File: config.mk
export PLATFORM = sky130hd
export DESIGN_NAME = iaa_top
export DESIGN_NICKNAME = d
export VERILOG_FILES = /design/src/rtl/iaa_pkg.sv /design/src/rtl/iaa_top.sv
export SDC_FILE = /design/constraint.sdc
export NUM_CORES = 1
export LEC_CHECK = 0
export BUFFER_PORTS_ARGS = -buffer_cell sky130_fd_sc_hd__buf_2
export CORE_MARGIN = 2
export CORE_UTILIZATION = 40
export CTS_CLUSTER_DIAMETER = 40
export DETAILED_ROUTE_END_ITERATION = 8
export PLACE_DENSITY_LB_ADDON = 0.08
export SYNTH_ARGS = -nofsm -noshare
export SYNTH_HDL_FRONTEND = slang
export SYNTH_SLANG_ARGS = --single-unit
File: constraint.sdc
create_clock -name clk -period 5.58 [get_ports clk]
set_input_delay 0.837 -clock clk [delete_from_list [all_inputs] [get_ports clk]]
set_output_delay 0.837 -clock clk [all_outputs]
set_load 0.02 [all_outputs]
File: src/rtl/iaa_pkg.sv
package iaa_pkg;
	// clock and bus monitor timing
	localparam int CLK_PERIOD_NS = 8;
	localparam int BUSMON_TIME_NS = 1000;
	// longest wait, so the division rounds down
	localparam int BUSMON_CYC = BUSMON_TIME_NS / CLK_PERIOD_NS;
	localparam int NMOD = 2;
	// register offsets
	localparam logic [3:0] REG_CFG = 4'h0;
	localparam logic [3:0] REG_PTVEC = 4'h1;
	localparam logic [3:0] REG_VBR = 4'h2;
	localparam logic [3:0] REG_SR = 4'h3;
	localparam logic [3:0] REG_STAT = 4'h4;
	// field positions
	localparam int CFG_SIMID_LSB = 0;
	localparam int CFG_PTLVL_LSB = 4;
	localparam int CFG_MODID_LSB = 8;
	localparam int SR_MASK_LSB = 0;
	localparam int SR_SUP_BIT = 13;
	localparam int SR_T0_BIT = 14;
	localparam int SR_T1_BIT = 15;
	localparam int STAT_LVL_LSB = 0;
	localparam int STAT_SPUR_BIT = 3;
	localparam int STAT_BUSY_BIT = 4;
	localparam int STAT_VEC_LSB = 8;
	// values after reset
	localparam logic [2:0] MASK_RST = 3'h7;
	localparam logic [3:0] SIM_ID_RST = 4'hf;
	localparam logic [3:0] MOD_ID_RST = 4'h0;
	localparam logic [2:0] PT_LVL_RST = 3'h0;
	localparam logic [7:0] PT_VEC_RST = 8'h40;
	localparam logic [15:0] VBR_RST = 16'h0000;
	// acknowledge cycle encodings
	localparam logic [2:0] FC_CPU_SPACE = 3'h7;
	localparam logic [19:0] ACK_ADDR_HI = 20'hfffff;
	localparam logic [2:0] LVL_NMI = 3'h7;
	localparam logic [3:0] ARB_NONE = 4'h0;
	localparam logic [7:0] SPUR_VEC = 8'h18;
	localparam logic [7:0] AUTO_VEC_BASE = 8'h18;
	typedef enum logic [2:0] {ST_IDLE, ST_STACK, ST_ACK, ST_ARB, ST_EXT, ST_FETCH, ST_WAITV} iaa_st_t;
	typedef struct packed {logic [2:0] level; logic [7:0] vector;} iaa_modreq_t;
	typedef struct packed {logic dataSizeAckN; logic autovectorRequestN; logic [7:0] vec;} iaa_ext_t;
	typedef struct packed {logic wr; logic rd; logic [3:0] addr; logic [15:0] wdata;} iaa_regreq_t;
	typedef struct packed {
		iaa_st_t st;
		logic [7:1] irqS1;
		logic [7:1] irqS2;
		iaa_ext_t extS1;
		iaa_ext_t extS2;
		logic [2:0] mask;
		logic sup;
		logic trHigh;
		logic trLow;
		logic [3:0] simId;
		logic [NMOD-1:0][3:0] modId;
		logic [2:0] ptLvl;
		logic [7:0] ptVec;
		logic [15:0] vbr;
		logic [2:0] lvl;
		logic [7:0] vec;
		logic spur;
		logic [7:0] tmo;
		logic [2:0] fc;
		logic [23:0] addr;
		logic ackCyc;
		logic extFwd;
		logic bus_error_signal;
		logic intTerm;
		logic [NMOD-1:0] modAck;
		logic ptAck;
		logic stackStb;
		logic vecFetch;
		logic [23:0] vecAddr;
		logic [23:0] pc;
		logic handlerGo;
		logic [15:0] rdata;
	} iaa_state_s_t;
endpackage

File: src/rtl/iaa_top.sv
// The address-and-strobe port and the register addresses are this design's own decisions.
`timescale 1ns/1ns
// Summary of operation
// - ignore levels at or below mask, except 7
// - drive level on address, start CPU-space read
// - copy acknowledged level into priority mask
// - sources answer only when level matches
// - highest 4-bit arbitration identifier wins
// - winning identifier zero gives spurious vector
// - system unit id resets 1111, others 0000
// - contention runs on every acknowledge
// - forward externally only when system unit wins
// - no contender ends cycle with bus error
// - internal winner supplies vector and termination
// - bus monitor timeout gives spurious exception
// - chip-select match only on forwarded cycles
// - periodic level zero disables periodic timer
// - periodic timer beats pins within system unit
// - start only at boundary or exception end
// - stack state, set supervisor, clear trace
// - function code lines read 111 during ack
// - address ones, level in 3:1, bit 0 set
// - autovector number derived from level
// - vector to address, load word into pc
module iaa_top (
	input wire logic clk, // system clock
	input wire logic sys_rst, // async reset, high
	input wire iaa_pkg::iaa_regreq_t regReq, // register request
	output logic [15:0] regRdata, // read data, next cycle
	input wire logic [7:1] irqPinN, // external request pins
	input wire iaa_pkg::iaa_ext_t extPins, // external answer pins
	input wire iaa_pkg::iaa_modreq_t [iaa_pkg::NMOD-1:0] modReq, // internal requests
	input wire logic periodicTimerReq, // periodic timer request
	input wire logic instrBoundary, // instruction boundary
	input wire logic excDone, // higher exception finished
	input wire logic [23:0] vecData, // vector table word
	input wire logic vecValid, // vector word valid
	output logic [2:0] functionCodeLines, // cycle space
	output logic [23:0] ackAddr, // acknowledge address
	output logic ackCycle, // acknowledge cycle active
	output logic extForward, // cycle on external bus
	output logic busErrorSignal, // bus error pulse
	output logic intTerminate, // internal termination
	output logic [iaa_pkg::NMOD-1:0] modAck, // module won
	output logic periodicAck, // periodic timer won
	output logic stackStrobe, // stack processor state
	output logic supervisor, // supervisor bit
	output logic traceBitHigh, // trace bit high
	output logic traceBitLow, // trace bit low
	output logic [2:0] priorityMaskField, // priority mask
	output logic vecFetch, // vector fetch pulse
	output logic [23:0] vecAddr, // vector address
	output logic [23:0] pcOut, // program counter
	output logic handlerGo // handler started
);
	import iaa_pkg::*;

	iaa_state_s_t s;
	iaa_state_s_t n;
	logic [7:1] reqVec;
	logic [2:0] top;
	logic rec;

	// periodic timer at a given level; zero level is off
	function automatic logic ptHits(input logic req, input logic [2:0] ptl,
		input logic [2:0] l);
		return req && (ptl != 3'h0) && (ptl == l);
	endfunction

	// one bit per level that some source requests
	function automatic logic [7:1] pendingLevels(input logic [7:1] pinsN,
		input iaa_modreq_t [NMOD-1:0] m, input logic ptr, input logic [2:0] ptl);
		logic [7:1] v;
		v = '0;
		for (int l = 1; l <= 7; l++) begin
			v[l] = !pinsN[l] || ptHits(ptr, ptl, 3'(l));
		end
		for (int i = 0; i < NMOD; i++) begin
			if (m[i].level != 3'h0) begin
				v[m[i].level] = 1'b1;
			end
		end
		return v;
	endfunction

	// highest requested level, zero when none
	function automatic logic [2:0] topLevel(input logic [7:1] v);
		logic [2:0] t;
		t = 3'h0;
		for (int l = 1; l <= 7; l++) begin
			if (v[l]) begin
				t = 3'(l);
			end
		end
		return t;
	endfunction

	// recognition against the mask; level 7 always passes
	assign reqVec = pendingLevels(s.irqS2, modReq, periodicTimerReq, s.ptLvl);
	assign top = topLevel(reqVec);
	assign rec = (top != 3'h0) && ((top > s.mask) || (top == LVL_NMI));

	// next-state logic for the whole block
	always_comb begin
		logic [3:0] best;
		logic simWon;
		logic simHas;
		int win;
		best = ARB_NONE;
		simWon = 1'b0;
		simHas = 1'b0;
		win = -1;
		n = s;
		// pins pass two flops before use
		n.irqS1 = irqPinN;
		n.irqS2 = s.irqS1;
		n.extS1 = extPins;
		n.extS2 = s.extS1;
		n.bus_error_signal = 1'b0;
		n.intTerm = 1'b0;
		n.modAck = '0;
		n.ptAck = 1'b0;
		n.stackStb = 1'b0;
		n.vecFetch = 1'b0;
		n.handlerGo = 1'b0;
		n.rdata = '0;
		// register writes; the sequencer below may override
		if (regReq.wr) begin
			case (regReq.addr)
				REG_CFG: begin
					n.simId = regReq.wdata[CFG_SIMID_LSB +: 4];
					n.ptLvl = regReq.wdata[CFG_PTLVL_LSB +: 3];
					for (int i = 0; i < NMOD; i++) begin
						n.modId[i] = regReq.wdata[CFG_MODID_LSB + 4 * i +: 4];
					end
				end
				REG_PTVEC: n.ptVec = regReq.wdata[7:0];
				REG_VBR: n.vbr = regReq.wdata;
				REG_SR: begin
					n.mask = regReq.wdata[SR_MASK_LSB +: 3];
					n.sup = regReq.wdata[SR_SUP_BIT];
					n.trLow = regReq.wdata[SR_T0_BIT];
					n.trHigh = regReq.wdata[SR_T1_BIT];
				end
				default: ;
			endcase
		end
		// register reads; unmapped offsets read zero
		if (regReq.rd) begin
			case (regReq.addr)
				REG_CFG: begin
					n.rdata[CFG_SIMID_LSB +: 4] = s.simId;
					n.rdata[CFG_PTLVL_LSB +: 3] = s.ptLvl;
					for (int i = 0; i < NMOD; i++) begin
						n.rdata[CFG_MODID_LSB + 4 * i +: 4] = s.modId[i];
					end
				end
				REG_PTVEC: n.rdata[7:0] = s.ptVec;
				REG_VBR: n.rdata = s.vbr;
				REG_SR: begin
					n.rdata[SR_MASK_LSB +: 3] = s.mask;
					n.rdata[SR_SUP_BIT] = s.sup;
					n.rdata[SR_T0_BIT] = s.trLow;
					n.rdata[SR_T1_BIT] = s.trHigh;
				end
				REG_STAT: begin
					n.rdata[STAT_LVL_LSB +: 3] = s.lvl;
					n.rdata[STAT_SPUR_BIT] = s.spur;
					n.rdata[STAT_BUSY_BIT] = (s.st != ST_IDLE);
					n.rdata[STAT_VEC_LSB +: 8] = s.vec;
				end
				default: ;
			endcase
		end
		// acknowledge sequencer
		case (s.st)
			ST_IDLE: begin
				// pending requests wait for a safe point
				if (rec && (instrBoundary || excDone)) begin
					n.lvl = top;
					n.st = ST_STACK;
				end
			end
			ST_STACK: begin
				n.stackStb = 1'b1;
				n.sup = 1'b1;
				n.trHigh = 1'b0;
				n.trLow = 1'b0;
				n.st = ST_ACK;
			end
			ST_ACK: begin
				n.fc = FC_CPU_SPACE;
				n.addr = {ACK_ADDR_HI, s.lvl, 1'b1};
				n.ackCyc = 1'b1;
				n.mask = s.lvl;
				n.st = ST_ARB;
			end
			ST_ARB: begin
				// contention always runs, even with one source
				simHas = !s.irqS2[s.lvl] || ptHits(periodicTimerReq, s.ptLvl, s.lvl);
				if (simHas) begin
					simWon = 1'b1;
					best = s.simId;
				end
				// only sources at the acknowledged level contend
				for (int i = 0; i < NMOD; i++) begin
					if (modReq[i].level == s.lvl && s.modId[i] > best) begin
						best = s.modId[i];
						win = i;
						simWon = 1'b0;
					end
				end
				if (best == ARB_NONE) begin
					// nobody or only identifier zero
					n.bus_error_signal = 1'b1;
					n.vec = SPUR_VEC;
					n.spur = 1'b1;
					n.st = ST_FETCH;
				end else if (!simWon) begin
					n.modAck[win] = 1'b1;
					n.intTerm = 1'b1;
					n.vec = modReq[win].vector;
					n.spur = 1'b0;
					n.st = ST_FETCH;
				end else if (ptHits(periodicTimerReq, s.ptLvl, s.lvl)) begin
					// timer served before the pins
					n.ptAck = 1'b1;
					n.intTerm = 1'b1;
					n.vec = s.ptVec;
					n.spur = 1'b0;
					n.st = ST_FETCH;
				end else begin
					// chip-select match is enabled by this forward
					n.extFwd = 1'b1;
					n.tmo = '0;
					n.st = ST_EXT;
				end
			end
			ST_EXT: begin
				// device answers with a vector or an autovector
				if (!s.extS2.dataSizeAckN) begin
					n.vec = s.extS2.vec;
					n.spur = 1'b0;
					n.extFwd = 1'b0;
					n.st = ST_FETCH;
				end else if (!s.extS2.autovectorRequestN) begin
					n.vec = AUTO_VEC_BASE + {5'h00, s.lvl};
					n.spur = 1'b0;
					n.extFwd = 1'b0;
					n.st = ST_FETCH;
				end else if (s.tmo == 8'(BUSMON_CYC - 1)) begin
					n.bus_error_signal = 1'b1;
					n.vec = SPUR_VEC;
					n.spur = 1'b1;
					n.extFwd = 1'b0;
					n.st = ST_FETCH;
				end else begin
					n.tmo = s.tmo + 8'h01;
				end
			end
			ST_FETCH: begin
				// end of acknowledge; table index is vector times four
				n.ackCyc = 1'b0;
				n.fc = 3'h0;
				n.addr = '0;
				n.vecFetch = 1'b1;
				n.vecAddr = {s.vbr, 8'h00} + {14'h0000, s.vec, 2'b00};
				n.st = ST_WAITV;
			end
			ST_WAITV: begin
				// memory latency is open-ended, so no timeout here
				if (vecValid) begin
					n.pc = vecData;
					n.handlerGo = 1'b1;
					n.st = ST_IDLE;
				end
			end
			default: n.st = ST_IDLE;
		endcase
	end

	// one register stage for all state
	always_ff @(posedge clk or posedge sys_rst) begin
		if (sys_rst) begin
			s <= '0;
			s.st <= ST_IDLE;
			s.irqS1 <= '1;
			s.irqS2 <= '1;
			s.extS1 <= '1;
			s.extS2 <= '1;
			s.mask <= MASK_RST;
			s.sup <= 1'b1;
			s.simId <= SIM_ID_RST;
			s.modId <= {NMOD{MOD_ID_RST}};
			s.ptLvl <= PT_LVL_RST;
			s.ptVec <= PT_VEC_RST;
			s.vbr <= VBR_RST;
		end else begin
			s <= n;
		end
	end

	// outputs straight from the state flops
	assign regRdata = s.rdata;
	assign functionCodeLines = s.fc;
	assign ackAddr = s.addr;
	assign ackCycle = s.ackCyc;
	assign extForward = s.extFwd;
	assign busErrorSignal = s.bus_error_signal;
	assign intTerminate = s.intTerm;
	assign modAck = s.modAck;
	assign periodicAck = s.ptAck;
	assign stackStrobe = s.stackStb;
	assign supervisor = s.sup;
	assign traceBitHigh = s.trHigh;
	assign traceBitLow = s.trLow;
	assign priorityMaskField = s.mask;
	assign vecFetch = s.vecFetch;
	assign vecAddr = s.vecAddr;
	assign pcOut = s.pc;
	assign handlerGo = s.handlerGo;
endmodule
==> results by group, run 1 <==
Logic synthesis
  • Synth top cells by count: nand2_1, dfrtp_1, buf_4
  • Synth Flop Type: dfrtp_1
  • Avg Inst Size Synth: 10.35 µm²
  • Synth area leaders: dfrtp_1, dfstp_2, buf_4
  • Synth cell types: 69
  • Post-synth top area share: 37.87%
  • Post-synthesis register bit count: 177
  • Asr flop ratio synth: 100.0%
  • Dominant cell type by area after synthesis: dfrtp_1
  • Synthesized area: 0.008853 mm²
  • Warnings, synthesis: 0
  • Seq/Total Area, Yosys: 50.64%
  • Post-synth EDFFs: 0
  • Count leader, synth: nand2_1
  • Post-Syn Instances: 855

Clocking
  • Clock sinks: 177
  • H-tree levels: 4
  • Cts bufs inserted: 17
  • Clock-pin slew on the worst setup and hold paths: 0.07 ns
  • TritonCTS clock tree: built
  • Post-cts gate resize count: 0
  • CTS Buffer Depth: 2
  • Setup bufs post-CTS: 0
  • Worst skew pair latency: 0.43 ns
  • Hold Buf Count CTS: 0
  • Root buffer selected by CTS: clkbuf_16

Timing
  • Final setup fails: 0
  • Crit path time final: 5.130 ns
  • Crit share post-route: 91.93%
  • Clock skew: 0.01058 ns
  • RSZ-0062 raised after global routing: no
  • Slew Limit Headroom: 32.52%
  • Hold Vio Cnt, Final: 0
  • Max Clk Rate: 194.9 MHz
  • Final setup TNS: 0 ns
  • Worst-Margin Slew: 1.012 ns
  • Max Transition Viols Final: 0

Run
  • Reported max-cap violation count: 0

Floorplanning
  • Rows: 54
  • Die Ht: 152.8 µm
  • Core area: 0.02176 mm²
  • Initial Util: 40.69%
  • Die ar.: 0.02334 mm²
  • # IOs: 198
  • Die Wd: 152.8 µm

Drt
  • Routed wire per std cell: 18.38 µm
  • DR pass1 iterations: 5
  • Routed Antenna Nets: 0
  • Detailed Route Iter0 Violations: 400
  • Via-to-Cell Ratio: 5.078
  • Routed wire length: 22,760 µm
  • Vias after detailed routing: 6,287
  • DRC Markers: 0

Power and ir drop
  • Clock group share of total power: 24.8%
  • Cell-internal power: 3.119 mW
  • Power after layout: 5.127 mW
  • Logic gate share of total power: 36.0%
  • PD cells: 513.0 mW/mm²
  • Pleak: 4.824 nW
  • Sequential power share: 39.3%
  • Psw: 2.007 mW
  • Worst ir drop on vdd: 245.7 µV
  • Switching share of power: 39.16%

Global route
  • Global-route wire length before repair: 36,460 µm
  • Largest net degree at the start of global routing: 106
  • Vias in the first global route: 6,349
  • Initial antenna violation count: 1
  • Total gr overflow: 0
  • Overall Global Routing Usage: 20.07%

Final layout
  • Seq. cell area: 0.004483 mm²
  • FILL cells: 2,132
  • Area growth, synth to finish: 12.87%
  • Final instance area: 0.009993 mm²
  • Layout cells sized above 1: 35.74%
  • Multi-input logic area: 0.003421 mm²
  • Nets: 1,051

Worst setup path
  • Worst Path Arrival: 5.48 ns
  • Req. time, crit path: 5.93 ns
  • Startpoint Class: register
  • Critical-path top delay cell: dfrtp_1
  • Crit-path cells: mux2i_1 -> mux4_2 -> a31o_1 -> and2_1 -> ha_1 -> nand4_1 -> nand4_1 -> a21o_1 -> nor2_1 -> a31oi_1 -> ha_1 -> nor2b_1 -> o211ai_1 -> a21oi_1 -> buf_4 -> a21oi_1 -> or3_1 -> o211ai_1 -> a2bb2oi_1
  • Setup crit end kind: register
  • CP max FO: 24
  • CP max stage delay: 0.70 ns
  • Setup Crit Path Kind: reg2reg

Placement
  • DP Wirelength: 17,090 µm
  • Port bufs: 195
  • Placed Area: 0.009366 mm²
  • GPL Wtd Cong: 0.8503

Outcome
  • Status: finished, final reports clean

Worst hold path
  • Hold crit path type: reg2reg
cell families after synthesis:
kind of cell    share of synthesized area, %
compound gates                         9.836
fa+ha+maj                              2.346
xor+xnor                               2.770
buf+inv                                10.84
simple gates                           14.82
other cells                          0.04236
flops                                  50.64
mux                                    8.705
metal layers:
metal	global-route usage [%]	wire length, µm	vias up
li1	-	-	3029
met1	27.67	10410	3027
met2	31.63	10710	200
met3	3.527	1005	31
met4	7.892	633	0
met5	0	0	-
through the flow:
stage	setup WS, ns	util (%)	instances	hold WS (ns)
6_report	0.4502	45.93	1238	0.3553
2_1_floorplan	0.01226	-	856	0.3452
3_5_place_dp	0.5304	43.05	1205	0.3468
3_3_place_gp	0.6520	43.05	1205	0.3464
5_1_grt	0.1170	45.92	1237	0.3594
4_1_cts	0.5165	45.92	1237	0.3565
final timing paths:
check                         from         to  slack, ns  cells after the start
max                         s[118]     s[113]       0.45                     19
min                         n[167]     s[167]       0.36                      0
max reg2reg                 s[118]     s[113]       0.45                     19
min reg2reg                 n[167]     s[167]       0.36                      0
max in group asynchronous  sys_rst     s[169]       3.94                      3
min in group asynchronous  sys_rst  pcOut[22]       0.59                      2
cell type report:
cell class	instances	share of cell area, %
inverters	23	0.9140
repair buffers	201	10.22
clock buffers	19	4.532
clock inverters	13	1.715
multi-input cells	524	34.23
diodes	1	0.02504
flip-flops and latches	177	44.86
well taps	280	3.506
placed cells by master, fill, tap and decap left out, types with 14 or more instances in the layout:
cell	Yosys	final
a21oi_1	18	18
dfrtp_1	134	134
clkbuf_16	0	17
ha_1	15	15
nor2_1	42	42
o21ai_0	36	36
nand2_1	149	149
xor2_1	20	20
inv_1	22	21
nand4_1	15	15
dfstp_2	43	43
mux2i_1	14	14
mux2_2	52	52
buf_2	4	195
state kept, by name (all words and copies together) (netlist names):
| signal | cells |
|---|---|
| ackAddr | 3 |
| functionCodeLines | 1 |
| periodicAck | 1 |
| supervisor | 1 |
| traceBitLow | 1 |
| vecFetch | 1 |
| extForward | 1 |
| regRdata | 16 |
| priorityMaskField | 3 |
| vecAddr | 22 |
| s | 79 |
| n | 17 |
| intTerminate | 1 |
| handlerGo | 1 |
| busErrorSignal | 1 |
| traceBitHigh | 1 |
| pcOut | 24 |
| stackStrobe | 1 |
| modAck | 2 |
power groups by stage:
stage / logic, mW / clock network [mW] / registers [mW]
after global routing: 2.04 / 1.35 / 2.08
after global placement: 1.85 / 0 / 2.03
after CTS: 1.86 / 1.30 / 2.02
after floorplan: 1.70 / 0 / 1.90
after detailed placement: 1.86 / 0 / 2.04
final: 1.84 / 1.27 / 2.01
worst max-delay path, delay by kind of cell (launching register included):
family                     cells  cell delay (ns)
muxes                          2             0.68
DFF                            1             0.70
adders and majority gates      2             0.54
AOI/OAI and AO/OA              8             2.09
buffers and inverters          1             0.18
and+or+nand+nor                6             0.83
Power figures use the tool's default switching activity.
==> run 2, diff against run 1 <==
--- a/config.mk
+++ b/config.mk
@@ -10,7 +10,7 @@
 export CORE_UTILIZATION = 40
 export CTS_CLUSTER_DIAMETER = 40
 export DETAILED_ROUTE_END_ITERATION = 8
-export PLACE_DENSITY_LB_ADDON = 0.08
+export PLACE_DENSITY = 0.71
 export SYNTH_ARGS = -nofsm -noshare
 export SYNTH_HDL_FRONTEND = slang
 export SYNTH_SLANG_ARGS = --single-unit
==> run 2 against run 1 <==
Clock power shrank 8%; utilization fell by 0.24 points; die area unchanged; design area shrank 0.53%; via count grew 2.0%; critical endpoint is now s[109]; highest routed layer unchanged.
==> results by group, run 2 (same netlist as run 1, synthesis figures left out) <==
Worst setup path
  • Reg2reg path depth: 18 (was 19)
  • Setup crit end kind: register (unchanged)
  • Req. time, crit path: 5.89 ns (was 5.93 ns)
  • CP max FO: 24 (unchanged)
  • Setup Crit Path Kind: reg2reg (unchanged)
  • Startpoint Class: register (unchanged)
  • Worst Path Arrival: 5.39 ns (was 5.48 ns)

Timing
  • Max Clk Rate: 196.7 MHz (was 194.9 MHz)
  • Worst-Margin Slew: 1.017 ns (was 1.012 ns)
  • Final setup TNS: 0 ns (unchanged)
  • RSZ-0062 raised after global routing: no (unchanged)
  • Clock skew: 0.01207 ns (was 0.01058 ns)
  • Max Transition Viols Final: 0 (unchanged)
  • Crit share post-route: 91.10% (was 91.93%)
  • Hold Vio Cnt, Final: 0 (unchanged)
  • Crit path time final: 5.084 ns (was 5.130 ns)
  • Slew Limit Headroom: 32.23% (was 32.52%)
  • Final setup fails: 0 (unchanged)

Floorplanning
  • Die Wd: 152.8 µm (unchanged)
  • Die Ht: 152.8 µm (unchanged)
  • Die ar.: 0.02334 mm² (unchanged)
  • Core area: 0.02176 mm² (unchanged)
  • Initial Util: 40.69% (unchanged)
  • # IOs: 198 (unchanged)
  • Rows: 54 (unchanged)

Clocking
  • Root buffer selected by CTS: clkbuf_16 (unchanged)
  • Hold Buf Count CTS: 0 (unchanged)
  • CTS Buffer Depth: 2 (unchanged)
  • Worst skew pair latency: 0.43 ns (about the same)
  • H-tree levels: 4 (unchanged)
  • Clock-pin slew on the worst setup and hold paths: 0.07 ns (about the same)
  • Clock sinks: 177 (unchanged)
  • Cts bufs inserted: 17 (unchanged)
  • Post-cts gate resize count: 0 (unchanged)
  • Setup bufs post-CTS: 0 (unchanged)
  • TritonCTS clock tree: built (unchanged)

Power and ir drop
  • Worst ir drop on vdd: 230.6 µV (was 245.7 µV)
  • Pleak: 4.789 nW (was 4.824 nW)
  • PD cells: 504.2 mW/mm² (was 513.0 mW/mm²)

Drt
  • DRC Markers: 0 (unchanged)
  • Routed wire length: 21,780 µm (was 22,760 µm)
  • Detailed Route Iter0 Violations: 403 (was 400)
  • Via-to-Cell Ratio: 5.189 (was 5.078)
  • Routed wire per std cell: 17.62 µm (was 18.38 µm)
  • Routed Antenna Nets: 0 (unchanged)
  • Vias after detailed routing: 6,413 (was 6,287)
  • DR pass1 iterations: 7 (was 5)

Final layout
  • FILL cells: 2,077 (was 2,132)
  • Final std cells w/o fill: 1,236 (was 1,238)
  • Max reg flops: 79 (unchanged)
  • Layout cells sized above 1: 35.71% (was 35.74%)
  • Area growth, synth to finish: 12.28% (was 12.87%)
  • Reg with most FFs: s (unchanged)
  • Nets: 1,050 (was 1,051)
  • Most common cell after layout, fill and taps aside: buf_2 (unchanged)
  • Commonest cells after routing, fill and taps aside: buf_2, nand2_1, dfrtp_1 (unchanged)

Global route
  • Total gr overflow: 0 (unchanged)
  • Largest net degree at the start of global routing: 99 (was 106)
  • Initial antenna violation count: 1 (unchanged)
  • Vias in the first global route: 6,399 (was 6,349)
  • Overall Global Routing Usage: 18.94% (was 20.07%)
  • Global-route wire length before repair: 34,880 µm (was 36,460 µm)

Placement
  • Port bufs: 195 (unchanged)
  • DP Wirelength: 16,430 µm (was 17,090 µm)
  • GPL Wtd Cong: 0.9175 (was 0.8503)
  • Placed cell count: 1,204 (was 1,205)

Worst hold path
  • Hold crit path type: reg2reg (unchanged)
  • Hold path cells: 0 (unchanged)

Outcome
  • Status: finished, final reports clean (unchanged)

Run
  • Reported max-cap violation count: 0 (unchanged)
==> run 2: cell types whose count changed in the layout (fill, tap and decap cells not counted), sizes merged <==
| cell | delta |
|---|---|
| bufinv | -2 |
| clkinvlp | +2 |
| buf | -1 |
| clkinv | -1 |
==> run 2: metrics by stage <==
step                hold WS [ns]  utilization [%]  setup slack [ns]  power [mW]  cell area (µm²)
finish                    0.3523            45.69            0.4964       5.012             9941
detailed placement        0.3468            43.02            0.4599       3.862             9359
global placement          0.3468            43.02            0.5972       3.816             9359
CTS                       0.3558            45.68            0.4102       5.049             9937
floorplan                 0.3452                -           0.01226       3.597             8857
global route              0.3573            45.68            0.1710       5.334             9938
==> run 2: routing by layer <==
layer | GRT usage, % | part of all wire, %
met1 | 26.49 | 45
met2 | 28.93 | 45
met3 | 4.380 | 7.3
met4 | 6.790 | 2.9
met5 | 0 | 0
==> run 2: critical path, stage by stage (launching register included) <==
cell and delay, ns:
dfrtp_1 0.68, mux2i_1 0.16, mux4_2 0.53, a31o_1 0.33, nand2_1 0.12, ha_1 0.24
nor2b_1 0.13, o211ai_1 0.15, a21o_2 0.39, nor2_1 0.07, a31oi_1 0.15, ha_1 0.26
nor2b_1 0.14, o211ai_1 0.20, a21o_1 0.19, nand3_1 0.12, o21bai_1 0.53, nand2_1 0.28
o211a_1 0.28
==> run 2: layout make-up <==
cell class	instances	area, µm²	area share (%)
Clock inverter	12	125.1	1.259
Sequential cell	177	4483	45.10
Clock buffer	19	452.9	4.556
Antenna cell	1	2.502	0.02517
Multi-Input combinational cell	524	3422	34.42
Timing Repair Buffer	200	1013	10.20
Inverter	23	91.34	0.9188
Tap cell	280	350.3	3.524
==> run 2: final timing paths <==
kind                            slack, ns        to  startpoint
worst min register to register       0.35    s[192]      n[192]
worst max-delay path                 0.50    s[109]      s[118]
worst min-delay path                 0.35    s[192]      n[192]
max in group asynchronous            3.89    s[115]     sys_rst
min in group asynchronous            0.55  pcOut[0]     sys_rst
worst max register to register       0.50    s[109]      s[118]
==> run 2: where the power goes <==
| group | switching (mW) | leakage [nW] | internal [mW] | total (mW) |
|---|---|---|---|---|
| Clock | 0.523 | 0.275 | 0.647 | 1.17 |
| Combinational | 1.11 | 2.36 | 0.720 | 1.83 |
| Sequential | 0.357 | 2.15 | 1.66 | 2.01 |
